`src/adc_seq_pkg.sv`:
```
/*
  Constants, timing counts and state codes for the simultaneous-sampling converter sequencer.
  Assumes a single 20 MHz system clock; all times are converted to cycles of that clock.
*/
// Summary of operation
// - Internal clock: each selected channel converts within 2.4 us.
// - External 5 MHz conversion clock: each channel converts within 3.2 us.
// - Busy lasts at most selected channel count times one conversion time.
// - Busy rises within 70 ns of the start strobe rising edge.
// - First-result flag follows the output pointer within 70 ns of read rising.
// - First-result flag goes low within 15 ns of end-of-conversion falling.
// - Data outputs release 5 to 30 ns after read strobe rises.
// - Written data is taken at write strobe rising; host sets up 5 ns before.
// - Busy stays high from start until every selected channel is converted.
// - Start rising edge holds all inputs, starts conversion, latches selection.
// - First-result flag is high while the pointer addresses result one; here it is also held low until a result is stored and while eoc_n_o is low.
package adc_seq_pkg;
  localparam int DATA_W = 14;
  localparam int NCH = 4;
  localparam int CLK_PERIOD_NS = 50;
  localparam int T_CONV_INT_NS = 2400;
  localparam int T_CONV_EXT_NS = 3200;
  localparam int EXT_CLK_KHZ = 5000;
  localparam int T_BUSY_RISE_NS = 70;
  localparam int T_FLAG_RD_NS = 70;
  localparam int T_FLAG_EOC_NS = 15;
  localparam int T_RELEASE_MAX_NS = 30;
  localparam int T_EOC_MIN_NS = 120;
  // Longest times round down, least times round up, never below one cycle
  localparam int CONV_INT_CYC = T_CONV_INT_NS / CLK_PERIOD_NS;
  localparam int CONV_EXT_CYC = T_CONV_EXT_NS / CLK_PERIOD_NS;
  localparam int CONV_EXT_EDGES = T_CONV_EXT_NS * EXT_CLK_KHZ / 1000000;
  localparam int BUSY_RISE_CYC = (T_BUSY_RISE_NS / CLK_PERIOD_NS > 0) ? T_BUSY_RISE_NS / CLK_PERIOD_NS : 1;
  localparam int FLAG_RD_CYC = (T_FLAG_RD_NS / CLK_PERIOD_NS > 0) ? T_FLAG_RD_NS / CLK_PERIOD_NS : 1;
  localparam int FLAG_EOC_CYC = (T_FLAG_EOC_NS / CLK_PERIOD_NS > 0) ? T_FLAG_EOC_NS / CLK_PERIOD_NS : 1;
  localparam int RELEASE_CYC = (T_RELEASE_MAX_NS / CLK_PERIOD_NS > 0) ? T_RELEASE_MAX_NS / CLK_PERIOD_NS : 1;
  localparam int EOC_CYC = (T_EOC_MIN_NS + CLK_PERIOD_NS - 1) / CLK_PERIOD_NS;
  localparam logic [3:0] SEL_RESET = 4'hf;
  localparam logic [3:0] SEL_EMPTY_DEFAULT = 4'h1;
  typedef enum logic [1:0] {
    ST_IDLE = 2'b00,
    ST_CONV = 2'b01
  } seq_state_e;
endpackage

```
`src/adc_sequencer.sv`:
```
/*
  Converter sequencer top: start strobe, busy and end-of-conversion outputs, result store,
  parallel read port with first-result flag, and channel-select write port.
  Assumes all pins are synchronous to clk_i and the converter core presents sample_data_i
  for sample_chan_o when a conversion completes.
*/
`timescale 1ns/1ns
module adc_sequencer (
  input wire logic clk_i,
  input wire logic rst_n_i,
  input wire logic conversion_start_n_i,
  input wire logic standby_n_i,
  input wire logic ext_clk_sel_i,
  input wire logic ext_clk_i,
  input wire logic cs_n_i,
  input wire logic rd_n_i,
  input wire logic wr_n_i,
  input wire logic [adc_seq_pkg::NCH-1:0] data_i,
  input wire logic [adc_seq_pkg::DATA_W-1:0] sample_data_i,
  output logic busy_o,
  output logic eoc_n_o,
  output logic first_result_flag_o,
  output logic hold_o,
  output logic [1:0] sample_chan_o,
  output logic [adc_seq_pkg::DATA_W-1:0] data_o,
  output logic data_oe_o
);
  import adc_seq_pkg::*;

  typedef struct packed {
    seq_state_e state;
    logic [3:0] sel;
    logic [3:0] run_sel;
    logic ext;
    logic [1:0] chan;
    logic [NCH-1:0][DATA_W-1:0] res;
    logic [2:0] n_done;
    logic [1:0] ptr;
    logic [1:0] eoc_cnt;
    logic busy;
    logic eoc_n;
    logic flag;
    logic start_q;
    logic rd_act;
    logic wr_act;
    logic [3:0] wr_data;
    logic [DATA_W-1:0] dout;
    logic oe;
  } seq_s;

  seq_s st;
  seq_s next_st;
  logic start_ok;
  logic tstart;
  logic tdone;
  logic read_end;
  logic wr_end;
  logic [2:0] nx;

  // Lowest selected channel at or above a position; bit 2 set means none left
  function automatic logic [2:0] find_sel(input logic [3:0] mask, input logic [2:0] from);
    logic [2:0] r;
    r = 3'b100;
    for (int i = 3; i >= 0; i--) begin
      if (mask[i] && 3'(i) >= from) begin
        r = 3'(i);
      end
    end
    return r;
  endfunction

  conv_timer u_timer (
    .clk_i(clk_i),
    .rst_n_i(rst_n_i),
    .start_i(tstart),
    .ext_sel_i(next_st.ext),
    .ext_clk_i(ext_clk_i),
    .done_o(tdone)
  );

  always_comb begin
    next_st = st;
    nx = 3'b100;
    tstart = 1'b0;
    // Starts during standby or a running sequence are ignored
    start_ok = conversion_start_n_i & ~st.start_q & standby_n_i & (st.state == ST_IDLE);
    read_end = st.rd_act & rd_n_i;
    wr_end = st.wr_act & wr_n_i;
    next_st.start_q = conversion_start_n_i;
    next_st.rd_act = ~cs_n_i & ~rd_n_i;
    next_st.wr_act = ~cs_n_i & ~wr_n_i;
    if (next_st.wr_act) begin
      next_st.wr_data = data_i;
    end
    if (wr_end) begin
      next_st.sel = st.wr_data;
    end
    if (st.eoc_cnt != 2'b00) begin
      next_st.eoc_cnt = st.eoc_cnt - 2'b01;
    end
    if (read_end && st.n_done != 3'b000) begin
      next_st.ptr = (3'(st.ptr) + 3'b001 == st.n_done) ? 2'b00 : st.ptr + 2'b01;
    end
    unique case (st.state)
      ST_IDLE: begin
        if (start_ok) begin
          // Empty selection would leave busy with nothing to time
          next_st.run_sel = (st.sel == 4'h0) ? SEL_EMPTY_DEFAULT : st.sel;
          nx = find_sel(next_st.run_sel, 3'b000);
          next_st.chan = nx[1:0];
          next_st.ext = ext_clk_sel_i;
          next_st.n_done = 3'b000;
          next_st.ptr = 2'b00;
          next_st.busy = 1'b1;
          next_st.state = ST_CONV;
          tstart = 1'b1;
        end
      end
      ST_CONV: begin
        if (tdone) begin
          next_st.res[st.n_done[1:0]] = sample_data_i;
          next_st.n_done = st.n_done + 3'b001;
          next_st.eoc_cnt = 2'(EOC_CYC);
          nx = find_sel(st.run_sel, 3'(st.chan) + 3'b001);
          if (nx[2]) begin
            next_st.busy = 1'b0;
            next_st.state = ST_IDLE;
          end else begin
            next_st.chan = nx[1:0];
            tstart = 1'b1;
          end
        end
      end
      // Two of the four state codes are unused; recover to idle
      default: begin
        next_st.busy = 1'b0;
        next_st.state = ST_IDLE;
      end
    endcase
    next_st.eoc_n = (next_st.eoc_cnt == 2'b00);
    // Flag drops while a new result is landing, then follows the pointer
    next_st.flag = (next_st.ptr == 2'b00) && (next_st.n_done != 3'b000) && next_st.eoc_n;
    next_st.dout = next_st.res[next_st.ptr];
    next_st.oe = next_st.rd_act;
  end

  always_ff @(posedge clk_i or negedge rst_n_i) begin
    if (!rst_n_i) begin
      st <= '0;
      st.state <= ST_IDLE;
      st.sel <= SEL_RESET;
      st.run_sel <= SEL_RESET;
      st.eoc_n <= 1'b1;
      st.start_q <= 1'b1;
    end else begin
      st <= next_st;
    end
  end

  assign busy_o = st.busy;
  assign eoc_n_o = st.eoc_n;
  assign first_result_flag_o = st.flag;
  assign hold_o = st.busy;
  assign sample_chan_o = st.chan;
  assign data_o = st.dout;
  assign data_oe_o = st.oe;

  // Checking helpers
  logic [7:0] conv_cnt;
  logic [9:0] busy_cnt;
  always_ff @(posedge clk_i or negedge rst_n_i) begin
    if (!rst_n_i) begin
      conv_cnt <= 8'h00;
      busy_cnt <= 10'h000;
    end else begin
      conv_cnt <= tstart ? 8'h00 : conv_cnt + 8'h01;
      busy_cnt <= start_ok ? 10'h000 : busy_cnt + 10'h001;
    end
  end

  property p_conv_int;
    @(posedge clk_i) disable iff (!rst_n_i) tdone && !st.ext |-> conv_cnt == 8'(CONV_INT_CYC - 1);
  endproperty
  a_conv_int: assert property (p_conv_int) else $error("internal conversion time wrong");

  property p_conv_ext;
    @(posedge clk_i) disable iff (!rst_n_i) (st.state == ST_CONV) && st.ext |-> conv_cnt < 8'(CONV_EXT_CYC);
  endproperty
  a_conv_ext: assert property (p_conv_ext) else $error("external conversion too long");

  property p_busy_len;
    @(posedge clk_i) disable iff (!rst_n_i)
      busy_o && !st.ext |-> int'(busy_cnt) < $countones(st.run_sel) * CONV_INT_CYC;
  endproperty
  a_busy_len: assert property (p_busy_len) else $error("busy longer than channels times conversion");

  property p_busy_rise;
    @(posedge clk_i) disable iff (!rst_n_i) start_ok |=> busy_o && hold_o;
  endproperty
  a_busy_rise: assert property (p_busy_rise) else $error("busy not raised after start");

  property p_flag_rd;
    @(posedge clk_i) disable iff (!rst_n_i)
      read_end && !start_ok && !tdone && st.eoc_n && st.eoc_cnt == 2'b00 && st.n_done != 3'b000
      |=> first_result_flag_o == (st.ptr == 2'b00);
  endproperty
  a_flag_rd: assert property (p_flag_rd) else $error("flag not updated after read");

  property p_flag_eoc;
    @(posedge clk_i) disable iff (!rst_n_i) $fell(eoc_n_o) |-> !first_result_flag_o;
  endproperty
  a_flag_eoc: assert property (p_flag_eoc) else $error("flag high at end of conversion");

  property p_release;
    @(posedge clk_i) disable iff (!rst_n_i) read_end |=> !data_oe_o;
  endproperty
  a_release: assert property (p_release) else $error("data bus not released");

  property p_write;
    @(posedge clk_i) disable iff (!rst_n_i) wr_end |=> st.sel == $past(st.wr_data);
  endproperty
  a_write: assert property (p_write) else $error("write data not captured");

  property p_busy_done;
    @(posedge clk_i) disable iff (!rst_n_i) $fell(busy_o) |-> $past(tdone) && st.n_done == 3'($countones(st.run_sel));
  endproperty
  a_busy_done: assert property (p_busy_done) else $error("busy fell before all channels");

  property p_latch_sel;
    @(posedge clk_i) disable iff (!rst_n_i) start_ok && st.sel != 4'h0 |=> st.run_sel == $past(st.sel);
  endproperty
  a_latch_sel: assert property (p_latch_sel) else $error("selection not latched at start");

  property p_first;
    @(posedge clk_i) disable iff (!rst_n_i)
      eoc_n_o && st.n_done != 3'b000 |-> first_result_flag_o == (st.ptr == 2'b00);
  endproperty
  a_first: assert property (p_first) else $error("flag does not track pointer");

  property p_advance;
    @(posedge clk_i) disable iff (!rst_n_i)
      read_end && !start_ok && st.n_done != 3'b000
      |=> st.ptr == (($past(st.ptr) == 2'($past(st.n_done) - 3'b001)) ? 2'b00 : $past(st.ptr) + 2'b01);
  endproperty
  a_advance: assert property (p_advance) else $error("pointer did not advance");
endmodule

```
`src/conv_timer.sv`:
```
/*
  Conversion timer: times one channel conversion from the system clock or from rising
  edges of an external conversion clock. Assumes ext_clk_i is synchronous to clk_i.
*/
`timescale 1ns/1ns
module conv_timer (
  input wire logic clk_i,
  input wire logic rst_n_i,
  input wire logic start_i,
  input wire logic ext_sel_i,
  input wire logic ext_clk_i,
  output logic done_o
);
  import adc_seq_pkg::*;

  typedef struct packed {
    logic running;
    logic ext;
    logic ext_q;
    logic [5:0] cnt;
  } tmr_s;

  tmr_s st;
  tmr_s next_st;
  logic tick;

  always_comb begin
    next_st = st;
    tick = st.ext ? (ext_clk_i & ~st.ext_q) : 1'b1;
    done_o = st.running & tick & (st.cnt == 6'h00);
    next_st.ext_q = ext_clk_i;
    if (st.running && tick) begin
      if (st.cnt == 6'h00) begin
        next_st.running = 1'b0;
      end else begin
        next_st.cnt = st.cnt - 6'h01;
      end
    end
    // Restart wins over completion so back-to-back channels lose no cycle
    if (start_i) begin
      next_st.running = 1'b1;
      next_st.ext = ext_sel_i;
      next_st.cnt = ext_sel_i ? 6'(CONV_EXT_EDGES - 1) : 6'(CONV_INT_CYC - 1);
    end
  end

  always_ff @(posedge clk_i or negedge rst_n_i) begin
    if (!rst_n_i) begin
      st <= '0;
    end else begin
      st <= next_st;
    end
  end
endmodule

```
`config.mk`:
```
export PLATFORM = sky130hd
export DESIGN_NAME = adc_sequencer
export DESIGN_NICKNAME = d
export VERILOG_FILES = /design/src/adc_seq_pkg.sv /design/src/adc_sequencer.sv /design/src/conv_timer.sv
export SDC_FILE = /design/constraint.sdc
export NUM_CORES = 1
export LEC_CHECK = 0
export BUFFER_PORTS_ARGS = -buffer_cell sky130_fd_sc_hd__buf_2
export CORE_MARGIN = 2
export CORE_UTILIZATION = 57
export CTS_BUF_LIST = sky130_fd_sc_hd__clkbuf_4 sky130_fd_sc_hd__clkbuf_8
export DETAILED_ROUTE_END_ITERATION = 6
export PLACE_DENSITY = 0.77
export SYNTH_ARGS = -nofsm -noshare
export SYNTH_HDL_FRONTEND = slang
export SYNTH_SLANG_ARGS = --single-unit
```
`constraint.sdc`:
```
create_clock -name clk_i -period 3.2 [get_ports clk_i]
set_clock_uncertainty 0.1 [all_clocks]
set_input_delay 0.16 -clock clk_i [delete_from_list [all_inputs] [get_ports clk_i]]
set_output_delay 0.16 -clock clk_i [all_outputs]
set_load 0.05 [all_outputs]
```
==> results of run 1 <==
-- worst max-delay path: stages, from the launching register on --
cell and delay [ns]:
dfrtp_1 0.49, inv_1 0.11, ha_1 0.21, nor2b_2 0.17, or2_0 0.31, o211a_1 0.30, nor3_4 0.60, a221oi_1 0.18
a221o_1 0.31
-- worst paths after layout --
kind	startpoint	endpoint	slack [ns]	depth (start not counted)
worst max-delay path	st[29]$_DFF_PN0_	data_o[10]$_DFF_PN0_	0.29	8
worst min-delay path	standby_n_i	busy_o$_DFFE_PN0P_	0.15	4
worst max register to register	st[29]$_DFF_PN0_	data_o[10]$_DFF_PN0_	0.29	8
worst min register to register	st[26]$_DFF_PN0_	eoc_n_o$_DFF_PN1_	0.37	1
max in group asynchronous	rst_n_i	st[27]$_DFF_PN0_	2.03	3
min in group asynchronous	rst_n_i	st[18]$_DFFE_PN0P_	0.27	2
-- power by group --
group	switching, uW	leakage [uW]	internal, uW
combinational	1190	0.00128	676
sequential	246	0.00133	1730
clock	461	0.000115	472
total	1890	0.00272	2880
-- through the flow --
step | power, uW | setup WS [ns] | utilization | hold WS [ns] | instance area (um^2)
floorplan | 3482 | 0.5788 | - | -0.2356 | 4881
global placement | 3773 | 0.4126 | 0.6209 | 0.1409 | 5127
detailed placement | 3847 | 0.2906 | 0.6209 | 0.1456 | 5127
CTS | 4810 | 0.2885 | 0.6795 | 0.1335 | 5612
global route | 5090 | 0.1203 | 0.6795 | 0.1540 | 5612
finish | 4772 | 0.2945 | 0.6795 | 0.1470 | 5612
-- Yosys cell counts, types with 3 or more instances --
library cell and number:
clkbuf_1 9, nand3_1 3, a221o_1 14, a21oi_1 9, o21ai_0 49, a221oi_1 14
nand2_1 49, xnor2_1 5, ha_1 7, nor2_1 12, and2_1 3, nand4b_1 3
buf_6 5, nor4_1 4, dfstp_2 9, xor2_1 3, mux2_2 36, buf_4 20
dfrtp_1 97, o21ai_1 3, inv_1 43, nor3_1 3, o22ai_1 3
-- state kept, by name, indices dropped and copies added (netlist names) --
signal / cells
eoc_n_o: 1
busy_o: 1
data_oe_o: 1
u_timer.st: 9
st: 77
data_o: 14
sample_chan_o: 2
first_result_flag_o: 1
-- layer usage --
metal | vias to the layer above | part of all wire
met3 | 6 | 0.051
met5 | - | 0
met1 | 1653 | 0.44
met4 | 0 | 0.0059
li1 | 1637 | -
met2 | 95 | 0.50
-- cells by family after synthesis --
| logic type | Yosys count | share of synthesized area |
|---|---|---|
| AND/OR/NAND/NOR | 92 | 0.09587 |
| flip-flops | 106 | 0.5458 |
| XOR/XNOR | 8 | 0.01436 |
| multiplexers | 39 | 0.08946 |
| buffers and inverters | 82 | 0.08972 |
| adder cells (fa/ha/maj) | 7 | 0.01794 |
| AO/OA/AOI/OAI | 106 | 0.1469 |
-- layout by cell type (no fill, tap or decap), types with 2 or more instances in the layout --
| cell type | count |
|---|---|
| xor2_1 | 3 |
| or4_1 | 2 |
| buf_4 | 18 |
| or3_1 | 2 |
| nand4b_1 | 3 |
| dlygate4sd3_1 | 25 |
| nor4_1 | 4 |
| and2_1 | 3 |
| a221o_1 | 14 |
| o21ai_1 | 3 |
| a21oi_1 | 9 |
| ha_1 | 7 |
| a31oi_1 | 2 |
| o22ai_1 | 3 |
| nand2b_1 | 2 |
| buf_2 | 46 |
| dfrtp_1 | 97 |
| bufinv_16 | 2 |
| nor3_1 | 3 |
| mux2i_1 | 2 |
| nand2_1 | 49 |
| o211ai_1 | 2 |
| mux2_2 | 36 |
| xnor2_1 | 5 |
| nor2_1 | 12 |
| inv_1 | 43 |
| dfstp_2 | 9 |
| clkbuf_8 | 10 |
| a221oi_1 | 14 |
| o21ai_0 | 49 |
| nand3_1 | 3 |
-- area by class of cell --
cell class	instances	area, um^2
sequential	106	2664
multi-input combinational	252	1785
tap	105	131.4
clock buffer	10	137.6
clock inverter	6	96.34
timing repair buffer	90	635.6
fill	636	2646
inverter	43	161.4
==> metrics.md, run 1 <==
| Metric | Value |
|---|---|
| Synthesized net count | 474 |
| Top area cells in the synthesized netlist | dfrtp_1, mux2_2, o21ai_0, dfstp_2, nand2_1 |
| Initial antenna violation count | 0 |
| Synthesized flop and latch total | 106 |
| Path type of the worst setup path | reg -> reg |
| DRC violation count after routing | 0 |
| Number of max-slew violations in the final report | 0 |
| Final cell count without fillers | 612 |
| Highest achievable clock rate | 344.2 MHz |
| Final weighted congestion in routability-driven placement | 0.8865 |
| Wire length of the first global-routing pass | 16.10 mm |
| Required time at the endpoint of the critical path | around 3.3 ns |
| HPWL reported at the end of detailed placement | 6.404 mm |
| Total via count after detailed routing | 3,391 |
| Leakage component of the power | approximately 0.0027 uW |
| GRT met3 Usage | 0.03336 |
| Layout cells sized above 1 | 0.2643 |
| Type of destination of the critical path | register |
| I/O Pins | 48 |
| Total negative setup slack | 0 ns |
| Post-route clock period utilization | 0.9080 |
| Most area-hungry cell type in the Yosys netlist | dfrtp_1 |
| Result of the run | finished clean |
| Insertion delay to the later sink of the worst-skew pair | between 0.3 and 0.4 ns |
| Chip Width | between 90 and 100 um |
| TritonCTS clock tree | yes |
| Core area | 8258 um^2 |
| N_diodes | 0 |
| Starting density of the core | 0.5911 |
| Ys flop type | dfrtp_1 |
| Detailed-routing iteration count for the pre-antenna-repair pass | 4 |
| Number of enable-type register cells in the synthesized netlist | 0 |
| Hold-fix buffers at CTS | 25 |
| Synth-to-Final Area Change | 14.97% |
| Post-CTS Setup Bufs | 0 |
| Max-cap check violation count | 0 |
| Average detailed-routed wire length per instance | between 15 and 20 um |
| Critical-path maximum fanout | 14 |
| Post-cts sizing count | 0 |
| Number of standard cells after synthesis | 440 |
| Unrepaired setup endpoints after global routing | no |
| Sinks on the clock net | 106 |
| Standard-cell row count | 33 |
| Total global routing overflow | 0 |
| Met1 GRT Util | 0.3034 |
| Final Hold Fails | 0 |
| Total power per unit cell area | around 850 nW/um^2 |
| Sequential fraction of the synthesis area | 0.5458 |
| Path type of the worst min-delay path | in -> reg |
| GRT Util Overall | 0.2270 |
| Avg Synthesized Cell Area | roughly 11 um^2 |
| Total wire length after detailed routing | 9.698 mm |
| Detail-routed via count per cell | 5.541 |
| Pin count of the biggest net entering global routing | 55 |
| Arrival time at the worst endpoint | between 3 and 4 ns |
| Number of DRC markers in iteration 0 | roughly 230 |
| Met2 usage in global routing | 0.3779 |
| Number of different library cells in the post-synthesis netlist | 53 |
| Rel. slew slack | 0.4488 |
| Maximum level of the CTS H-tree | 3 |
| Async SR Flop Fraction | 1.000 |
| Net count reported at finish | 536 |
| Die area | slightly above 9000 um^2 |
| Worst-path clk slew | ~0.090 ns |
| Netlist area before placement | 4881 um^2 |
| Clk Tree Root Cell | clkbuf_8 |
| Most Used Layer, Global Route | met2 |
| IR Drop Worst-Case VDD | about 0.47 mV |
| Minimum period implied by the final worst setup slack | 2.906 ns |
| Die H | 96.54 um |
| Startpoint Class | register |
| ANT nets after route | 0 |
| Setup violations, final | 0 |
| Clock buffer depth | 2 |
| Number of global-route vias before repair | roughly 3,400 |
| Worst Tran Pin Value | between 0.8 and 0.9 ns |
| Number of clock buffers inserted by TritonCTS | 9 |
| Synth Warn # | 0 |
| Buffers added on ports | 47 |
| Placed insts | 571 |
| Yosys top cell area share | 0.4973 |
No activity file was read; power rests on OpenSTA's default activity.
==> run 2, diff against run 1 <==
- BUFFER_PORTS_ARGS: -buffer_cell sky130_fd_sc_hd__buf_2 -> -buffer_cell sky130_fd_sc_hd__buf_4
- clock period: 3.2 -> 3.6 ns (I/O delays scaled with it)
==> run 2 against run 1 <==
  * Sequential share of layout area fell by 0.50 points
  * Die area did not move
  * Setup slack improved by 0.49 ns
  * Power fell by 12%
  * Design area rose by 1.1%
  * Global-route usage fell by 0.76 points
  * Hold slack improved by 0.065 ns
  * Count of clock-buffer cells in the layout rose by 3
  * Critical path depth rose by 1
  * First-iteration DRC count fell by 31%
  * Sequential power fell by 11%
==> metrics.md, run 2 (same netlist as run 1, synthesis figures left out) <==
| Metric | Value |
|---|---|
| Layout filler cell count | 605 (-4.9%) |
| Total negative setup slack | 0 ns (unchanged) |
| Die H | 96.54 um (unchanged) |
| Leakage component of the power | 0.002731 uW (+0.24%) |
| Sinks on the clock net | 106 (unchanged) |
| Number of global-route vias before repair | 3,256 (-5.3%) |
| Path type of the worst min-delay path | in -> reg |
| Commonest non-fill, non-tap cell in the layout | dfrtp_1 |
| Placed insts | 568 (-0.53%) |
| I/O Pins | 48 (unchanged) |
| Detailed-routing iteration count for the pre-antenna-repair pass | 4 (unchanged) |
| DRC violation count after routing | 0 (unchanged) |
| ANT nets after route | 0 (unchanged) |
| Max-cap check violation count | 0 (unchanged) |
| Required time at the endpoint of the critical path | 3.74 ns (+0.40 ns) |
| Startpoint Class | register |
| Unrepaired setup endpoints after global routing | no |
| Core area | 8258 um^2 (unchanged) |
| End point of the most critical hold path | st[27]$_DFF_PN0_ |
| Post-layout total power | 4223 uW (-12%) |
| Number of clock buffers inserted by TritonCTS | 9 (unchanged) |
| Initial antenna violation count | 0 (unchanged) |
| Standard-cell row count | 33 (unchanged) |
| Net count reported at finish | 533 (-0.56%) |
| Total via count after detailed routing | 3,366 (-0.74%) |
| Final weighted congestion in routability-driven placement | 0.8216 (-7.3%) |
| Pin count of the biggest net entering global routing | 75 (+36%) |
| Synth-to-Final Area Change | 16.20% |
| Maximum level of the CTS H-tree | 3 (unchanged) |
| Total global routing overflow | 0 (unchanged) |
| Length in cells of the worst reg-to-reg path | 9 (+1) |
| Result of the run | finished clean |
| Worst-path clk slew | 0.09 ns (about the same) |
| Chip Width | 96.54 um (unchanged) |
| Worst Tran Pin Value | 0.9325 ns (+0.1174 ns) |
| Buffers added on ports | 47 (unchanged) |
| Instance count along the most critical hold path | 3 (-1) |
| TritonCTS clock tree | yes |
| Clk Tree Root Cell | clkbuf_8 |
| Clock buffer depth | 2 (unchanged) |
| Rel. slew slack | 0.3783 (-0.07046) |
| Total power per unit cell area | 744.6 nW/um^2 (-12%) |
| N_diodes | 0 (unchanged) |
| Insertion delay to the later sink of the worst-skew pair | 0.36 ns (about the same) |
| IR Drop Worst-Case VDD | 0.5985 mV (+29%) |
| Average detailed-routed wire length per instance | 15.61 um (-1.5%) |
| Hold_sp | standby_n_i |
| Final worst slack | 0.7799 ns (+0.4855 ns) |
| Worst flop-to-flop path endpoint | data_o[1]$_DFF_PN0_ |
| Startpoint of the most critical register-to-register path | u_timer.st[0]$_DFFE_PN0P_ |
| Highest achievable clock rate | 354.6 MHz (+3.0%) |
| Layout cells sized above 1 | 0.2599 (-0.004379) |
| Arrival time at the worst endpoint | 2.96 ns (-0.09 ns) |
| Most flops, register | st |
| HPWL reported at the end of detailed placement | 6.301 mm (-1.6%) |
| Setup violations, final | 0 (unchanged) |
| Number of DRC markers in iteration 0 | 155 (-31%) |
| Critical-path maximum fanout | 14 (unchanged) |
| Final cell count without fillers | 609 (-0.49%) |
| Minimum period implied by the final worst setup slack | 2.820 ns (-0.08548 ns) |
| Total area of multi-input combinational cells | 1785 um^2 (unchanged) |
| Number of max-slew violations in the final report | 0 (unchanged) |
| Path type of the worst setup path | reg -> reg |
| Wire length of the first global-routing pass | 15.64 mm (-2.9%) |
| Register Area | 2664 um^2 (unchanged) |
| Final Hold Fails | 0 (unchanged) |
| Flip-flop count of the largest register, all copies and words added | 77 (unchanged) |
| Starting density of the core | 0.5911 (unchanged) |
| Type of destination of the critical path | register |
| Die area | 9319 um^2 (unchanged) |
| GRT Util Overall | 0.2193 (-0.007650) |
| Worst slack, placed | 0.8004 ns (+0.5098 ns) |
| Register-to-register setup slack | 0.78 ns (+0.49 ns) |
| Detail-routed via count per cell | 5.527 (-0.25%) |
| Total wire length after detailed routing | 9.509 mm (-1.9%) |
| Post-route clock period utilization | 0.7833 (-0.1246) |
| Most frequent cells in the layout | dfrtp_1, buf_4, nand2_1, o21ai_0, inv_1 |
[run 2: repair_timing]
action | CTS | global route
endpoints found under the hold margin | 108 | 0
hold buffers | 25 | 0
buffers inserted | 0 | 0
gates resized for setup | 0 | 0
[run 2: worst max path at each step]
stage | end | from | cells past startpoint
6_report | data_o[1]$_DFF_PN0_ | u_timer.st[0]$_DFFE_PN0P_ | 9
2_1_floorplan | data_o[10]$_DFF_PN0_ | st[29]$_DFF_PN0_ | 10
3_5_place_dp | data_o[13]$_DFF_PN0_ | u_timer.st[2]$_DFFE_PN0P_ | 7
5_1_grt | data_o[12]$_DFF_PN0_ | st[29]$_DFF_PN0_ | 9
4_1_cts | data_o[13]$_DFF_PN0_ | u_timer.st[2]$_DFFE_PN0P_ | 7
3_3_place_gp | data_o[12]$_DFF_PN0_ | u_timer.st[0]$_DFFE_PN0P_ | 9
[run 2: metrics by stage]
step	hold WS [ns]	util	area (um^2)
after floorplan	-0.2156	-	4881
after global placement	0.1996	0.6306	5207
after detailed placement	0.2025	0.6306	5207
after CTS	0.1911	0.6868	5672
after global routing	0.2194	0.6868	5672
final	0.2121	0.6868	5672
[run 2: critical path, stage by stage, from the launching register on]
cell	delay, ns
dfrtp_1	0.39
inv_1	0.14
ha_1	0.23
nand4b_1	0.13
a2111oi_0	0.66
o22ai_1	0.27
nor3_4	0.16
buf_4	0.24
a221oi_1	0.11
a221o_1	0.28
[run 2: routing by layer]
layer / wire (um) / vias to the layer above / GRT usage
met3: 487 / 7 / 0.04965
met4: 66 / 0 / 0.05751
met1: 4406 / 1638 / 0.3134
li1: - / 1638 / -
met2: 4548 / 83 / 0.3414
met5: 0 / - / 0
[run 2: report_power, final]
group | total, uW | switching (uW) | leakage, uW | internal, uW
clock network | 757 | 379 | 0.000111 | 378
registers | 1760 | 217 | 0.00133 | 1540
logic | 1710 | 1060 | 0.00129 | 652
total | 4220 | 1650 | 0.00273 | 2570
[run 2: cell type report]
class	count	share of cell area
flip-flops and latches	106	0.4697
well taps	105	0.02316
inverters	43	0.02846
clock inverters	3	0.008383
multi-input cells	252	0.3148
clock buffers	13	0.02934
repair buffers	87	0.1262
==> run 3, diff against run 2 <==
- clock period: 3.6 -> 2.92 ns (I/O delays scaled with it)
==> run 3 against run 2 <==
  * Non-clock buffer count up 8
  * Design area is 1.3% higher
  * Critical path depth shrank 2
  * Largest power group is now combinational logic
  * Via count up 3.1%
  * Hold slack worse by 0.068 ns
  * First-iteration DRC count rose by 21%
  * Largest cell class unchanged
==> metrics.md, run 3 (same netlist as run 1, synthesis figures left out) <==
| Metric | Value |
|---|---|
| Result of the run | finished clean |
| Number of DRC markers in iteration 0 | 187 (+21%) |
| P_int | 3102 uW (+21%) |
| Most flops, register | st |
| Hold_sp | standby_n_i |
| Core area | 8258 um^2 (unchanged) |
| Insertion delay to the later sink of the worst-skew pair | 0.35 ns (about the same) |
| Layout filler cell count | 630 (+4.1%) |
| ANT nets after route | 0 (unchanged) |
| Maximum level of the CTS H-tree | 3 (unchanged) |
| Part of the total power dissipated in the clock network | 0.157 (-0.022) |
| Final Hold Fails | 0 (unchanged) |
| Path type of the worst min-delay path | in -> reg |
| GRT Util Overall | 0.2306 (+0.01124) |
| Final weighted congestion in routability-driven placement | 0.9146 (+11%) |
| Post-route clock period utilization | 0.9187 (+0.1354) |
| Net switching share of the total power | 0.4032 (+0.01137) |
| Max-cap check violation count | 0 (unchanged) |
| Startpoint of the most critical register-to-register path | u_timer.st[3]$_DFFE_PN0P_ |
| Register-to-register setup slack | 0.24 ns (-0.54 ns) |
| Worst flop-to-flop path endpoint | data_o[1]$_DFF_PN0_ |
| Standard-cell row count | 33 (unchanged) |
| Pin count of the biggest net entering global routing | 57 (-24%) |
| Worst-path clk slew | 0.10 ns (about the same) |
| I/O Pins | 48 (unchanged) |
| Leakage component of the power | 0.002759 uW (+1.0%) |
| Initial antenna violation count | 0 (unchanged) |
| Startpoint Class | register |
| Chip Width | 96.54 um (unchanged) |
| Average detailed-routed wire length per instance | 16.08 um (+3.0%) |
| IR Drop Worst-Case VDD | 0.4323 mV (-28%) |
| Worst Tran Pin Value | 0.6578 ns (-0.2747 ns) |
| TritonCTS clock tree | yes |
| Power share of the combinational group | 0.427 (+0.022) |
| Critical-path maximum fanout | 14 (unchanged) |
| Synth-to-Final Area Change | 17.71% |
| Path type of the worst setup path | reg -> reg |
| Rel. slew slack | 0.5615 (+0.1831) |
| Most frequent cells in the layout | dfrtp_1, buf_4, nand2_1, o21ai_0, inv_1 |
| Commonest non-fill, non-tap cell in the layout | dfrtp_1 |
| Net count reported at finish | 541 (+1.5%) |
| Switch Pwr | 2096 uW (+27%) |
| Die area | 9319 um^2 (unchanged) |
| Number of global-route vias before repair | 3,507 (+7.7%) |
| Number of clock buffers inserted by TritonCTS | 9 (unchanged) |
| Final cell count without fillers | 616 (+1.1%) |
| Unrepaired setup endpoints after global routing | no |
| Clk Tree Root Cell | clkbuf_8 |
| Minimum period implied by the final worst setup slack | 2.683 ns (-0.1373 ns) |
| Total negative setup slack | 0 ns (unchanged) |
| Number of max-slew violations in the final report | 0 (unchanged) |
| Type of destination of the critical path | register |
| Detail-routed via count per cell | 5.635 (+1.9%) |
| Sinks on the clock net | 106 (unchanged) |
| Highest achievable clock rate | 372.8 MHz (+5.1%) |
| N_diodes | 0 (unchanged) |
| Clock buffer depth | 2 (unchanged) |
| Buffers added on ports | 47 (unchanged) |
| Instance count along the most critical hold path | 4 (+1) |
| Part of the power in registers | 0.416 (about the same) |
| End point of the most critical hold path | busy_o$_DFFE_PN0P_ |
| DRC violation count after routing | 0 (unchanged) |
| Starting density of the core | 0.5911 (unchanged) |
| HPWL reported at the end of detailed placement | 6.478 mm (+2.8%) |
| Total via count after detailed routing | 3,471 (+3.1%) |
| Arrival time at the worst endpoint | 2.81 ns (-0.15 ns) |
| Setup violations, final | 0 (unchanged) |
| Detailed-routing iteration count for the pre-antenna-repair pass | 5 (+1) |
| Wire length of the first global-routing pass | 16.46 mm (+5.3%) |
| Placed insts | 575 (+1.2%) |
| Dpl cell area | 5298 um^2 (+1.7%) |
| Layout cells sized above 1 | 0.2720 (+0.01210) |
| Total global routing overflow | 0 (unchanged) |
| Length in cells of the worst reg-to-reg path | 7 (-2) |
| Core utilization of the finished layout | 0.6958 (+0.008940) |
| Total wire length after detailed routing | 9.908 mm (+4.2%) |
| Flip-flop count of the largest register, all copies and words added | 77 (unchanged) |
| Total power per unit cell area | 904.7 nW/um^2 (+22%) |
| Die H | 96.54 um (unchanged) |
| Required time at the endpoint of the critical path | 3.04 ns (-0.70 ns) |
| Final design area excluding fillers | 5746 um^2 (+1.3%) |
==> run 3: cell types whose count changed in the layout (fill, tap and decap cells not counted) <==
cell,before,now
nor3_1,3,2
nor3_2,0,1
clkbuf_8,11,9
clkbuf_4,2,0
buf_12,0,4
inv_8,0,1
inv_6,0,2
clkinvlp_4,0,2
buf_4,62,66
bufinv_16,1,0
clkinv_4,2,0
clkinv_2,0,1
==> run 3: through the flow <==
step / worst slack [ns] / hold slack (ns) / power, uW
6_report: 0.2373 / 0.1436 / 5198
3_3_place_gp: 0.2181 / 0.1137 / 4266
3_5_place_dp: 0.1253 / 0.1275 / 4335
4_1_cts: 0.1051 / 0.1219 / 5184
2_1_floorplan: 0.2988 / -0.2496 / 3816
5_1_grt: 0.07362 / 0.1673 / 5532
==> run 3: timing repair <==
action / CTS / global route
endpoints found under the hold margin: 104 / 0
resized for setup: 0 / 1
hold buffers: 25 / 0
setup buffers: 0 / 1
setup endpoints to repair: 0 / 14
==> run 3: power by group through the flow <==
stage	clock network [uW]	registers [uW]	logic, uW
floorplan	0	2150	1670
global placement	0	2160	2100
detailed placement	0	2180	2150
CTS	839	2160	2190
global route	893	2210	2430
finish	816	2160	2220
==> run 3: worst max-delay path: stages, from the launching register on <==
cell     delay [ns]
dfrtp_1        0.43
or3_4          0.43
nor3b_4        0.27
and3_1         0.24
and2_1         0.21
buf_12         0.18
mux2_2         0.36
a221o_1        0.32
==> run 3: cell type report <==
class | count | area [um^2] | share of cell area
Sequential cell | 106 | 2664 | 0.4636
Multi-Input combinational cell | 252 | 1790 | 0.3116
Timing Repair Buffer | 95 | 825.8 | 0.1437
Inverter | 43 | 161.4 | 0.02809
Tap cell | 105 | 131.4 | 0.02287
Clock buffer | 9 | 123.9 | 0.02156
Clock inverter | 6 | 48.80 | 0.008493
==> run 3: metal layers <==
metal	part of all wire	wire length, um	track usage	up-vias
met4	0.011	106	0.07746	0
met3	0.031	312	0.03181	11
met2	0.50	4953	0.3947	74
met5	0	0	0	-
li1	-	-	-	1650
met1	0.46	4536	0.3039	1736
==> run 3: worst max-delay path by stage <==
stage / endpoint / from / depth (start not counted)
detailed placement: data_o[11]$_DFF_PN0_ / st[30]$_DFF_PN0_ / 8
floorplan: data_o[10]$_DFF_PN0_ / st[29]$_DFF_PN0_ / 10
finish: data_o[1]$_DFF_PN0_ / u_timer.st[3]$_DFFE_PN0P_ / 7
global placement: data_o[4]$_DFF_PN0_ / st[27]$_DFF_PN0_ / 8
CTS: data_o[1]$_DFF_PN0_ / st[30]$_DFF_PN0_ / 8
global route: data_o[10]$_DFF_PN0_ / st[30]$_DFF_PN0_ / 9
